**src/mte_consts.svh**
```systemverilog
// Constant definitions for the transmit nibble to code-group encoder.
`ifndef MTE_CONSTS_SVH
`define MTE_CONSTS_SVH
`define MTE_CG_0 5'h1E
`define MTE_CG_1 5'h09
`define MTE_CG_2 5'h14
`define MTE_CG_3 5'h15
`define MTE_CG_4 5'h0A
`define MTE_CG_5 5'h0B
`define MTE_CG_6 5'h0E
`define MTE_CG_7 5'h0F
`define MTE_CG_8 5'h12
`define MTE_CG_9 5'h13
`define MTE_CG_A 5'h16
`define MTE_CG_B 5'h17
`define MTE_CG_C 5'h1A
`define MTE_CG_D 5'h1B
`define MTE_CG_E 5'h1C
`define MTE_CG_F 5'h1D
`define MTE_CG_IDLE 5'h1F
`define MTE_CG_J 5'h18
`define MTE_CG_K 5'h11
`define MTE_CG_T 5'h0D
`define MTE_CG_R 5'h07
`define MTE_CG_H 5'h04
`define MTE_SYM_RST 5'h1F
`define MTE_NIB_W 4
`define MTE_SYM_W 5
`define MTE_DIBIT_W 2
`define MTE_PIN_ER 5
`define MTE_PIN_EN 4
`define MTE_LINK_WAIT 40
`endif

```
**src/mte_pkg.sv**
```systemverilog
// Types shared by the transmit encoder files.
package mte_pkg;
   typedef enum logic [1:0] {
      MTE_ST_IDLE,
      MTE_ST_SSD_K,
      MTE_ST_DATA,
      MTE_ST_ESD_R
   } mte_state_t;
endpackage : mte_pkg

```
**src/mii_tx_4b5b_encoder.sv**
```systemverilog
// Transmit front end: samples MII or RMII transmit data and emits 5-bit code-groups.
`timescale 1ns/100ps
`include "mte_consts.svh"
// Function
// [RL1] MII: take a 4-bit nibble with TX_EN on each rising link clock edge.
// [RL2] RMII: take a 2-bit dibit with TX_EN on each rising reference clock edge.
// [RL3] While encoding, every received nibble is converted to a 5-bit code-group before output.
// [RL4] Data uses only the 16 data code-groups, never control or invalid ones.
// [RL5] Encoding is skipped when the encode control bit is clear, applied when set.
// [RL6] In bypass the symbol is TX_ER above the four TXD bits.
// [RL7] Bypass only works in MII mode; RMII always encodes.
// [RL8] On rising TX_EN emit J then K in place of the first preamble nibbles.
// [RL9] On falling TX_EN emit T then R, then IDLE; H while TX_ER in frame.
module mii_tx_4b5b_encoder (
   input wire logic sys_clk,
   input wire logic rst_b,
   input wire logic clk_en,
   input wire logic link_clk,
   input wire logic [3:0] txd,
   input wire logic tx_en,
   input wire logic tx_er,
   input wire logic rmii_sel,
   input wire logic encode_en,
   output logic [4:0] sym_out,
   output logic sym_vld
);
   logic lk_s1_ff, lk_s2_ff, lk_s3_ff;
   logic [5:0] pin_s1_ff, pin_s2_ff;
   logic mode_s1_ff, mode_s2_ff;
   logic phase_ff, nxt_phase;
   logic [1:0] lo_ff;
   logic [4:0] sym_ff, nxt_sym;
   logic sym_vld_ff;
   mte_pkg::mte_state_t state_ff, nxt_state;

   // Link clock, MAC data and mode strap all cross in through two flip-flops; the
   // data stages match the clock stages so the sampled data lines up with the edge.
   // Clearing them in reset means a link clock that is already high shows one false rise.
   always_ff @(posedge sys_clk) begin
      if (!rst_b) begin
         lk_s1_ff <= 1'h0;
         lk_s2_ff <= 1'h0;
         lk_s3_ff <= 1'h0;
         pin_s1_ff <= 6'h00;
         pin_s2_ff <= 6'h00;
         mode_s1_ff <= 1'h0;
         mode_s2_ff <= 1'h0;
      end else if (clk_en) begin
         lk_s1_ff <= link_clk;
         lk_s2_ff <= lk_s1_ff;
         lk_s3_ff <= lk_s2_ff;
         pin_s1_ff <= {tx_er, tx_en, txd};
         pin_s2_ff <= pin_s1_ff;
         mode_s1_ff <= rmii_sel;
         mode_s2_ff <= mode_s1_ff;
      end
   end

   // Decoding of edges, data lanes and the bypass condition. A rise is seen two system
   // clocks after the pin edge, and a link clock above half the system rate is lost.
   wire link_rise = lk_s2_ff & ~lk_s3_ff; // see [RL1] see [RL2]
   wire rmii_mode = mode_s2_ff;
   wire s_er = pin_s2_ff[`MTE_PIN_ER];
   wire s_en = pin_s2_ff[`MTE_PIN_EN];
   wire [3:0] s_txd = pin_s2_ff[`MTE_NIB_W-1:0];
   // In RMII a symbol leaves on the high dibit of a frame, or on any edge between frames.
   wire nib_evt = link_rise & (~rmii_mode | phase_ff | ~s_en); // see [RL2]
   wire [3:0] cur_nib = rmii_mode ? {s_txd[`MTE_DIBIT_W-1:0], lo_ff} : s_txd; // see [RL2]
   wire bypass = ~rmii_mode & ~encode_en; // see [RL5] see [RL7]
   wire [4:0] bypass_sym = {s_er, s_txd}; // see [RL6]
   wire [4:0] data_sym;

   mte_nibble_map u_map (
      .nibble(cur_nib),
      .code_grp(data_sym)
   );

   // RMII dibit pairing: the first dibit is the low half. While tx_en is low the phase is
   // held low, so a frame's first dibit lands in the low half whatever the idle gap was;
   // the price is that idle symbols come at the dibit rate rather than the nibble rate.
   always_comb begin
      nxt_phase = phase_ff;
      if (link_rise) begin
         nxt_phase = (rmii_mode & s_en) ? ~phase_ff : 1'h0; // see [RL2]
      end
   end

   // Symbol sequencer: delimiters around the frame, IDLE between frames. A dropped tx_en
   // wins over tx_er, so a frame that ends in error still closes with T then R, and the
   // far end learns of the error from the H symbols that came before.
   always_comb begin
      nxt_state = state_ff;
      nxt_sym = sym_ff;
      if (nib_evt) begin
         if (bypass) begin
            nxt_sym = bypass_sym; // see [RL6]
            nxt_state = mte_pkg::MTE_ST_IDLE;
         end else begin
            case (state_ff)
               mte_pkg::MTE_ST_IDLE: begin
                  nxt_sym = s_en ? `MTE_CG_J : `MTE_CG_IDLE; // see [RL8] see [RL9]
                  nxt_state = s_en ? mte_pkg::MTE_ST_SSD_K : mte_pkg::MTE_ST_IDLE;
               end
               mte_pkg::MTE_ST_SSD_K: begin
                  nxt_sym = `MTE_CG_K; // see [RL8]
                  nxt_state = mte_pkg::MTE_ST_DATA;
               end
               mte_pkg::MTE_ST_DATA: begin
                  if (!s_en) begin
                     nxt_sym = `MTE_CG_T; // see [RL9]
                     nxt_state = mte_pkg::MTE_ST_ESD_R;
                  end else if (s_er) begin
                     nxt_sym = `MTE_CG_H; // see [RL9]
                  end else begin
                     nxt_sym = data_sym; // see [RL3] see [RL4]
                  end
               end
               mte_pkg::MTE_ST_ESD_R: begin
                  nxt_sym = `MTE_CG_R; // see [RL9]
                  nxt_state = mte_pkg::MTE_ST_IDLE;
               end
               default: begin
                  nxt_sym = `MTE_CG_IDLE;
                  nxt_state = mte_pkg::MTE_ST_IDLE;
               end
            endcase
         end
      end
   end

   // Output and sequencer registers; the valid strobe lasts one cycle per symbol. With the
   // enable low every register holds, so a stalled block resumes where it stopped.
   always_ff @(posedge sys_clk) begin
      if (!rst_b) begin
         phase_ff <= 1'h0;
         lo_ff <= 2'h0;
         sym_ff <= `MTE_SYM_RST;
         sym_vld_ff <= 1'h0;
         state_ff <= mte_pkg::MTE_ST_IDLE;
      end else if (clk_en) begin
         phase_ff <= nxt_phase;
         if (link_rise & ~phase_ff) begin
            lo_ff <= s_txd[`MTE_DIBIT_W-1:0];
         end
         sym_ff <= nxt_sym;
         sym_vld_ff <= nib_evt;
         state_ff <= nxt_state;
      end
   end

   assign sym_out = sym_ff;
   assign sym_vld = sym_vld_ff;

   // Checks on the symbol stream. Each one asks for the enable in its antecedent, since a
   // stalled sequencer holds whatever it had and no symbol can then be due.
   // Longest wait from T to R, in system clocks; covers two periods of the slowest link clock.
   localparam int link_wait_c = `MTE_LINK_WAIT;
   mii_sample_a: assert property (@(posedge sys_clk) disable iff (!rst_b) // see [RL1]
      clk_en && link_rise && !rmii_mode |=> sym_vld_ff)
      else $error("MII edge did not produce a symbol.");
   rmii_pairing_a: assert property (@(posedge sys_clk) disable iff (!rst_b) // see [RL2]
      clk_en && link_rise && rmii_mode && !phase_ff && s_en |=> !sym_vld_ff)
      else $error("RMII first dibit produced a symbol.");

   // A gap in tx_en must bring the pairing back to the low dibit.
   rmii_realign_a: assert property (@(posedge sys_clk) disable iff (!rst_b) // see [RL2]
      clk_en && link_rise && rmii_mode && !s_en |=> !phase_ff)
      else $error("RMII pairing did not restart.");
   data_encode_a: assert property (@(posedge sys_clk) disable iff (!rst_b) // see [RL3]
      clk_en && nib_evt && !bypass && state_ff == mte_pkg::MTE_ST_DATA && s_en && !s_er
      |=> sym_ff == $past(data_sym))
      else $error("Data nibble not encoded.");
   data_codes_a: assert property (@(posedge sys_clk) disable iff (!rst_b) // see [RL4]
      clk_en && nib_evt && !bypass && state_ff == mte_pkg::MTE_ST_DATA && s_en && !s_er
      |=> !(sym_ff inside {`MTE_CG_IDLE, `MTE_CG_J, `MTE_CG_K, `MTE_CG_T, `MTE_CG_R,
      `MTE_CG_H}))
      else $error("Data carried a control code-group.");
   encode_on_a: assert property (@(posedge sys_clk) disable iff (!rst_b) // see [RL5]
      clk_en && nib_evt && encode_en && state_ff == mte_pkg::MTE_ST_IDLE && !s_en
      |=> sym_ff == `MTE_CG_IDLE)
      else $error("Encoding enabled but IDLE not sent.");
   bypass_sym_a: assert property (@(posedge sys_clk) disable iff (!rst_b) // see [RL6]
      clk_en && nib_evt && !rmii_mode && !encode_en |=> sym_ff == $past({s_er, s_txd}))
      else $error("Bypass symbol is not TX_ER and TXD.");
   rmii_no_bypass_a: assert property (@(posedge sys_clk) disable iff (!rst_b) // see [RL7]
      clk_en && nib_evt && rmii_mode && state_ff == mte_pkg::MTE_ST_IDLE && s_en
      |=> sym_ff == `MTE_CG_J)
      else $error("RMII mode did not encode.");
   ssd_pair_a: assert property (@(posedge sys_clk) disable iff (!rst_b) // see [RL8]
      clk_en && nib_evt && !bypass && state_ff == mte_pkg::MTE_ST_IDLE && s_en
      |=> sym_ff == `MTE_CG_J && state_ff == mte_pkg::MTE_ST_SSD_K)
      else $error("Start delimiter J missing.");
   esd_pair_a: assert property (@(posedge sys_clk) disable iff (!rst_b) // see [RL9]
      clk_en && nib_evt && !bypass && state_ff == mte_pkg::MTE_ST_DATA && !s_en
      |=> sym_ff == `MTE_CG_T ##[1:link_wait_c] (sym_vld_ff && sym_ff == `MTE_CG_R))
      else $error("End delimiter T then R missing.");

   // The second half of the start delimiter, and the move into the data state.
   ssd_k_a: assert property (@(posedge sys_clk) disable iff (!rst_b) // see [RL8]
      clk_en && nib_evt && !bypass && state_ff == mte_pkg::MTE_ST_SSD_K
      |=> sym_ff == `MTE_CG_K && state_ff == mte_pkg::MTE_ST_DATA)
      else $error("Start delimiter K missing.");

   // An errored nibble inside a frame goes out as the error symbol.
   err_sym_a: assert property (@(posedge sys_clk) disable iff (!rst_b) // see [RL9]
      clk_en && nib_evt && !bypass && state_ff == mte_pkg::MTE_ST_DATA && s_en && s_er
      |=> sym_ff == `MTE_CG_H)
      else $error("Error symbol H missing.");

   // The second half of the end delimiter, and the return to idle.
   esd_r_a: assert property (@(posedge sys_clk) disable iff (!rst_b) // see [RL9]
      clk_en && nib_evt && !bypass && state_ff == mte_pkg::MTE_ST_ESD_R
      |=> sym_ff == `MTE_CG_R && state_ff == mte_pkg::MTE_ST_IDLE)
      else $error("End delimiter R missing.");

   // Between frames only IDLE goes out while encoding, in either interface mode.
   idle_fill_a: assert property (@(posedge sys_clk) disable iff (!rst_b) // see [RL9]
      clk_en && nib_evt && !bypass && state_ff == mte_pkg::MTE_ST_IDLE && !s_en
      |=> sym_ff == `MTE_CG_IDLE)
      else $error("IDLE not sent between frames.");

   // Bypass keeps the sequencer parked, so no delimiter leaks out when encoding resumes.
   bypass_state_a: assert property (@(posedge sys_clk) disable iff (!rst_b) // see [RL5]
      clk_en && nib_evt && bypass |=> state_ff == mte_pkg::MTE_ST_IDLE)
      else $error("Sequencer left idle in bypass.");

   // The valid strobe marks each symbol once and never stretches while the enable is high.
   vld_pulse_a: assert property (@(posedge sys_clk) disable iff (!rst_b) // see [RL1]
      clk_en && sym_vld_ff |=> !sym_vld_ff)
      else $error("Symbol strobe longer than one cycle.");
endmodule : mii_tx_4b5b_encoder

```
**src/mte_nibble_map.sv**
```systemverilog
// Combinational lookup from a data nibble to its 5-bit data code-group.
`timescale 1ns/100ps
`include "mte_consts.svh"
module mte_nibble_map (
   input wire logic [3:0] nibble,
   output logic [4:0] code_grp
);
   // Only the sixteen data code-groups appear here, so control codes can never carry data.
   always_comb begin
      case (nibble)
         4'h0: code_grp = `MTE_CG_0;
         4'h1: code_grp = `MTE_CG_1;
         4'h2: code_grp = `MTE_CG_2;
         4'h3: code_grp = `MTE_CG_3;
         4'h4: code_grp = `MTE_CG_4;
         4'h5: code_grp = `MTE_CG_5;
         4'h6: code_grp = `MTE_CG_6;
         4'h7: code_grp = `MTE_CG_7;
         4'h8: code_grp = `MTE_CG_8;
         4'h9: code_grp = `MTE_CG_9;
         4'hA: code_grp = `MTE_CG_A;
         4'hB: code_grp = `MTE_CG_B;
         4'hC: code_grp = `MTE_CG_C;
         4'hD: code_grp = `MTE_CG_D;
         4'hE: code_grp = `MTE_CG_E;
         default: code_grp = `MTE_CG_F;
      endcase
   end
endmodule : mte_nibble_map

```
**config.mk**
```make
export PLATFORM = sky130hd
export DESIGN_NAME = mii_tx_4b5b_encoder
export DESIGN_NICKNAME = d
export VERILOG_FILES = /design/src/mte_pkg.sv /design/src/mii_tx_4b5b_encoder.sv /design/src/mte_nibble_map.sv
export VERILOG_INCLUDE_DIRS = /design/src
export SDC_FILE = /design/constraint.sdc
export NUM_CORES = 1
export LEC_CHECK = 0
export BUFFER_PORTS_ARGS = -buffer_cell sky130_fd_sc_hd__buf_4
export CAP_MARGIN = 5
export CORE_MARGIN = 2
export CORE_UTILIZATION = 35
export CTS_CLUSTER_SIZE = 28
export DETAILED_ROUTE_END_ITERATION = 10
export PLACE_DENSITY = 0.59
export SYNTH_ARGS = -nofsm -noshare
export SYNTH_HDL_FRONTEND = slang
export SYNTH_SLANG_ARGS = --single-unit
```
**constraint.sdc**
```tcl
create_clock -name sys_clk -period 1.5 [get_ports sys_clk]
set_clock_uncertainty 0.05 [all_clocks]
set_input_delay 0.375 -clock sys_clk [delete_from_list [all_inputs] [get_ports sys_clk]]
set_output_delay 0.375 -clock sys_clk [all_outputs]
set_load 0.005 [all_outputs]
```
==> results by group <==
Setup path
  – Crit. End Element: flip-flop
  – Top Family by Delay on Critical Path: compound AO/OA/AOI/OAI gates
  – Critical path launch point type: flip-flop
  – Crit Path Max Fanout: 4
  – CP max stage delay: between 0.4 and 0.5 ns
  – Slowest CP cell: a2111oi_1
  – Crit path required time: between 1.5 and 2 ns
  – Critical path arrival: about 1.7 ns
  – Crit path buf inv count: 0
  – Kind of critical path: reg -> reg
  – Crit-path cells: nor2b_1, o21bai_1, a211oi_1, a2111oi_1, o311ai_1

Final layout
  – Design area: roughly 1900 µm²
  – Layout Nets: 206
  – Layout cells sized above 1: 0.358
  – Inserted Diodes: 0
  – Util after Layout: 0.481
  – Final cell count without fillers: between 200 and 250
  – P&R area growth vs syn: 34.2%

Yosys
  – Seq/Total Area, Yosys: 0.393
  – Mapped Nets: 167
  – Syn Std Cell Area: roughly 1400 µm²
  – Synth unique cells: 38
  – Register bit total from synthesis: 28
  – Warnings from Yosys: 0
  – Cells after synthesis: roughly 150
  – Avg Cell Area, Syn: 9.38 µm²

Detailed routing
  – First-pass iteration count of the detailed router: 4
  – Routed Antenna Nets: 0
  – Final wirelength: 3300 µm
  – Vias: roughly 1.2k
  – Drt via density: between 5 and 6
  – Drt drc: 0
  – First DRT Iteration DRCs: 59
  – WL/cell: 13.7 µm

Floorplanning
  – Die area: roughly 4600 µm²
  – Die width: 67.8 µm
  – # rows: 23
  – Die H: 67.8 µm
  – Initial core utilization: 0.359
  – Top Ports: 18
  – Total core area: approximately 4000 µm²

Global route
  – Total GRT Usage: 0.158
  – Largest net degree at the start of global routing: 29
  – Vias in the first global route: 1234
  – First-pass GRT wire length: 5500 µm
  – Initial antenna violation count: 0
  – Grt total ovfl: 0

Status
  – Failing checks: negative setup slack
  – Status: finished, violations left

STA
  – RSZ-0062 raised after global routing: yes
  – Final hold violations: 0
  – Worst slew pin tran: 0.403 ns
  – Relative slew margins: 0.731
  – Max Clk Rate: 635 MHz
  – Final period utilization: 1.05
  – Setup slack after layout: -0.0752 ns
  – Slew Viols, Final: 0
  – Min Tclk post-route: 1.58 ns
  – Final setup fails: 5

Placement
  – Placed instance area: 1730 µm²
  – Post-DP HPWL: ~2200 µm
  – Setup slack at placement: -0.145 ns
  – Inst Count DP: roughly 230
  – RD Place Congestion: 0.896
  – IO Port Bufs: 17

Clock tree
  – Clk Latency, worst-skew pair: roughly 0.28 ns
  – Clock H-tree levels: 1
  – TritonCTS buffer count: 3
  – Maximum buffer depth of the clock tree: 2
  – Clock root cell: clkbuf_8
  – CTS tree: done
  – Clk pin slew, worst setup/hold paths: approximately 0.1 ns
  – Clock Sink Count: 28

Power and ir drop
  – Maximum vdd drop: 0.000629 V
  – PwrDens: around 760 nW/µm²
  – Static Leak: approximately 0.8 nW
  – Total Power: around 1.4 mW

Job
  – Max Cap Viol: 0

Hold path
  – Hold crit path type: in -> reg
-- cells in the mapped netlist --
cell | instances | area share
mux2_2 | 1 | 0.0079
buf_6 | 2 | 0.016
o21bai_1 | 1 | 0.0053
a41oi_1 | 2 | 0.012
nor2_1 | 11 | 0.029
nor3b_1 | 1 | 0.0053
a21boi_1 | 1 | 0.0053
clkbuf_1 | 4 | 0.011
nor3_1 | 2 | 0.0070
a221oi_1 | 2 | 0.012
nand3b_1 | 2 | 0.011
ha_1 | 3 | 0.026
o21a_1 | 2 | 0.011
and3_1 | 1 | 0.0044
nor4bb_1 | 1 | 0.0070
a211oi_1 | 3 | 0.016
buf_2 | 4 | 0.014
o21ai_0 | 7 | 0.025
dfxtp_1 | 28 | 0.39
mux2i_1 | 19 | 0.13
nor2b_1 | 18 | 0.079
nand2_1 | 9 | 0.024
a21boi_0 | 3 | 0.016
nand2b_1 | 2 | 0.0088
nor4_1 | 2 | 0.0088
a31o_4 | 1 | 0.012
o311ai_0 | 3 | 0.018
a2111oi_0 | 1 | 0.0061
or3b_1 | 1 | 0.0061
and2_1 | 1 | 0.0044
nand3b_4 | 1 | 0.014
or4_1 | 1 | 0.0053
or2_1 | 1 | 0.0044
a21oi_1 | 3 | 0.011
xnor2_1 | 1 | 0.0061
o311ai_1 | 1 | 0.0061
inv_1 | 5 | 0.013
a31o_1 | 1 | 0.0061
-- layout by cell type (no fill, tap or decap), types with 2 or more instances in the layout --
| cell type | Yosys | routed |
|---|---|---|
| nor3_1 | 2 | 2 |
| nand2_1 | 9 | 9 |
| nand2b_1 | 2 | 2 |
| buf_4 | 0 | 40 |
| o21ai_1 | 0 | 3 |
| a211oi_1 | 3 | 2 |
| clkbuf_8 | 0 | 4 |
| buf_6 | 2 | 4 |
| nor2_1 | 11 | 10 |
| dfxtp_2 | 0 | 4 |
| o311ai_1 | 1 | 3 |
| ha_2 | 0 | 2 |
| a41oi_2 | 0 | 2 |
| o21a_1 | 2 | 2 |
| o21ai_0 | 7 | 4 |
| a21oi_1 | 3 | 2 |
| nand3b_1 | 2 | 2 |
| mux2i_1 | 19 | 19 |
| a21boi_0 | 3 | 3 |
| inv_1 | 5 | 4 |
| dfxtp_1 | 28 | 23 |
| nor2b_1 | 18 | 18 |
-- cell type report --
cell class                      count  area (µm²)
Multi-Input combinational cell    109         861
Sequential cell                    28         569
Clock buffer                        4        55.1
Inverter                            5        18.8
Fill cell                         386        2060
Timing Repair Buffer               44         345
Tap cell                           50        62.6
-- logic make-up after synthesis --
logic type / after synthesis / synth area share
adders and majority gates: 3 / 0.0263
AOI/OAI and AO/OA: 31 / 0.162
DFF: 28 / 0.393
buffers and inverters: 15 / 0.0536
xor gates and xnor gates: 1 / 0.00615
and+or+nand+nor: 54 / 0.218
muxes: 20 / 0.141
-- metrics by stage --
stage	TNS, ns	hold WS (ns)
finish	-0.202	0.296
global route	-0.599	0.308
CTS	-0.157	0.292
detailed placement	-0.827	0.426
global placement	-0.552	0.418
floorplan	-0.129	0.421
-- final timing paths --
kind	endpoint	startpoint	slack, ns	depth (start not counted)
setup / recovery	sym_out[4]	pin_s2_ff[2]	-0.08	5
hold / removal	mode_s1_ff	rmii_sel	0.30	3
setup reg to reg	sym_out[4]	pin_s2_ff[2]	-0.08	5
hold reg to reg	sym_vld	sym_vld	0.44	2
-- report_power, final --
part / switching, mW / total, mW / internal (mW)
Combinational: 0.0807 / 0.183 / 0.103
Clock: 0.240 / 0.476 / 0.236
Sequential: 0.0209 / 0.788 / 0.767
Total: 0.342 / 1.45 / 1.11
-- flip-flops by register name, indices dropped and copies added (netlist names) --
signal and cells:
pin_s2_ff 6, mode_s2_ff 1, sym_out 5, lk_s3_ff 1
mode_s1_ff 1, lk_s1_ff 1, sym_vld 1, phase_ff 1
pin_s1_ff 6, lk_s2_ff 1, lo_ff 2, state_ff 2
-- metal layers --
metal	track usage	up-vias	share of wire
met3	0.0345	8	0.040
met4	0.0525	0	0.019
li1	-	610	-
met5	0	-	0
met2	0.278	38	0.47
met1	0.189	582	0.47
-- what timing repair did --
| action | 4_1_cts | 5_1_grt |
|---|---|---|
| hold endpoints to repair | 0 | 0 |
| hold buffers | 0 | 0 |
| gates resized for setup | 24 | 7 |
| setup buffers | 4 | 0 |
| setup endpoints to repair | 7 | 7 |
| pin swaps | 10 | 3 |
-- worst register-to-register path, delay by kind of cell, from the launching register on --
family / cells / cell delay, ns
AND/OR/NAND/NOR: 1 / 0.23
flip-flops: 1 / 0.38
AO/OA/AOI/OAI: 4 / 0.81
Power figures use the tool's default switching activity.
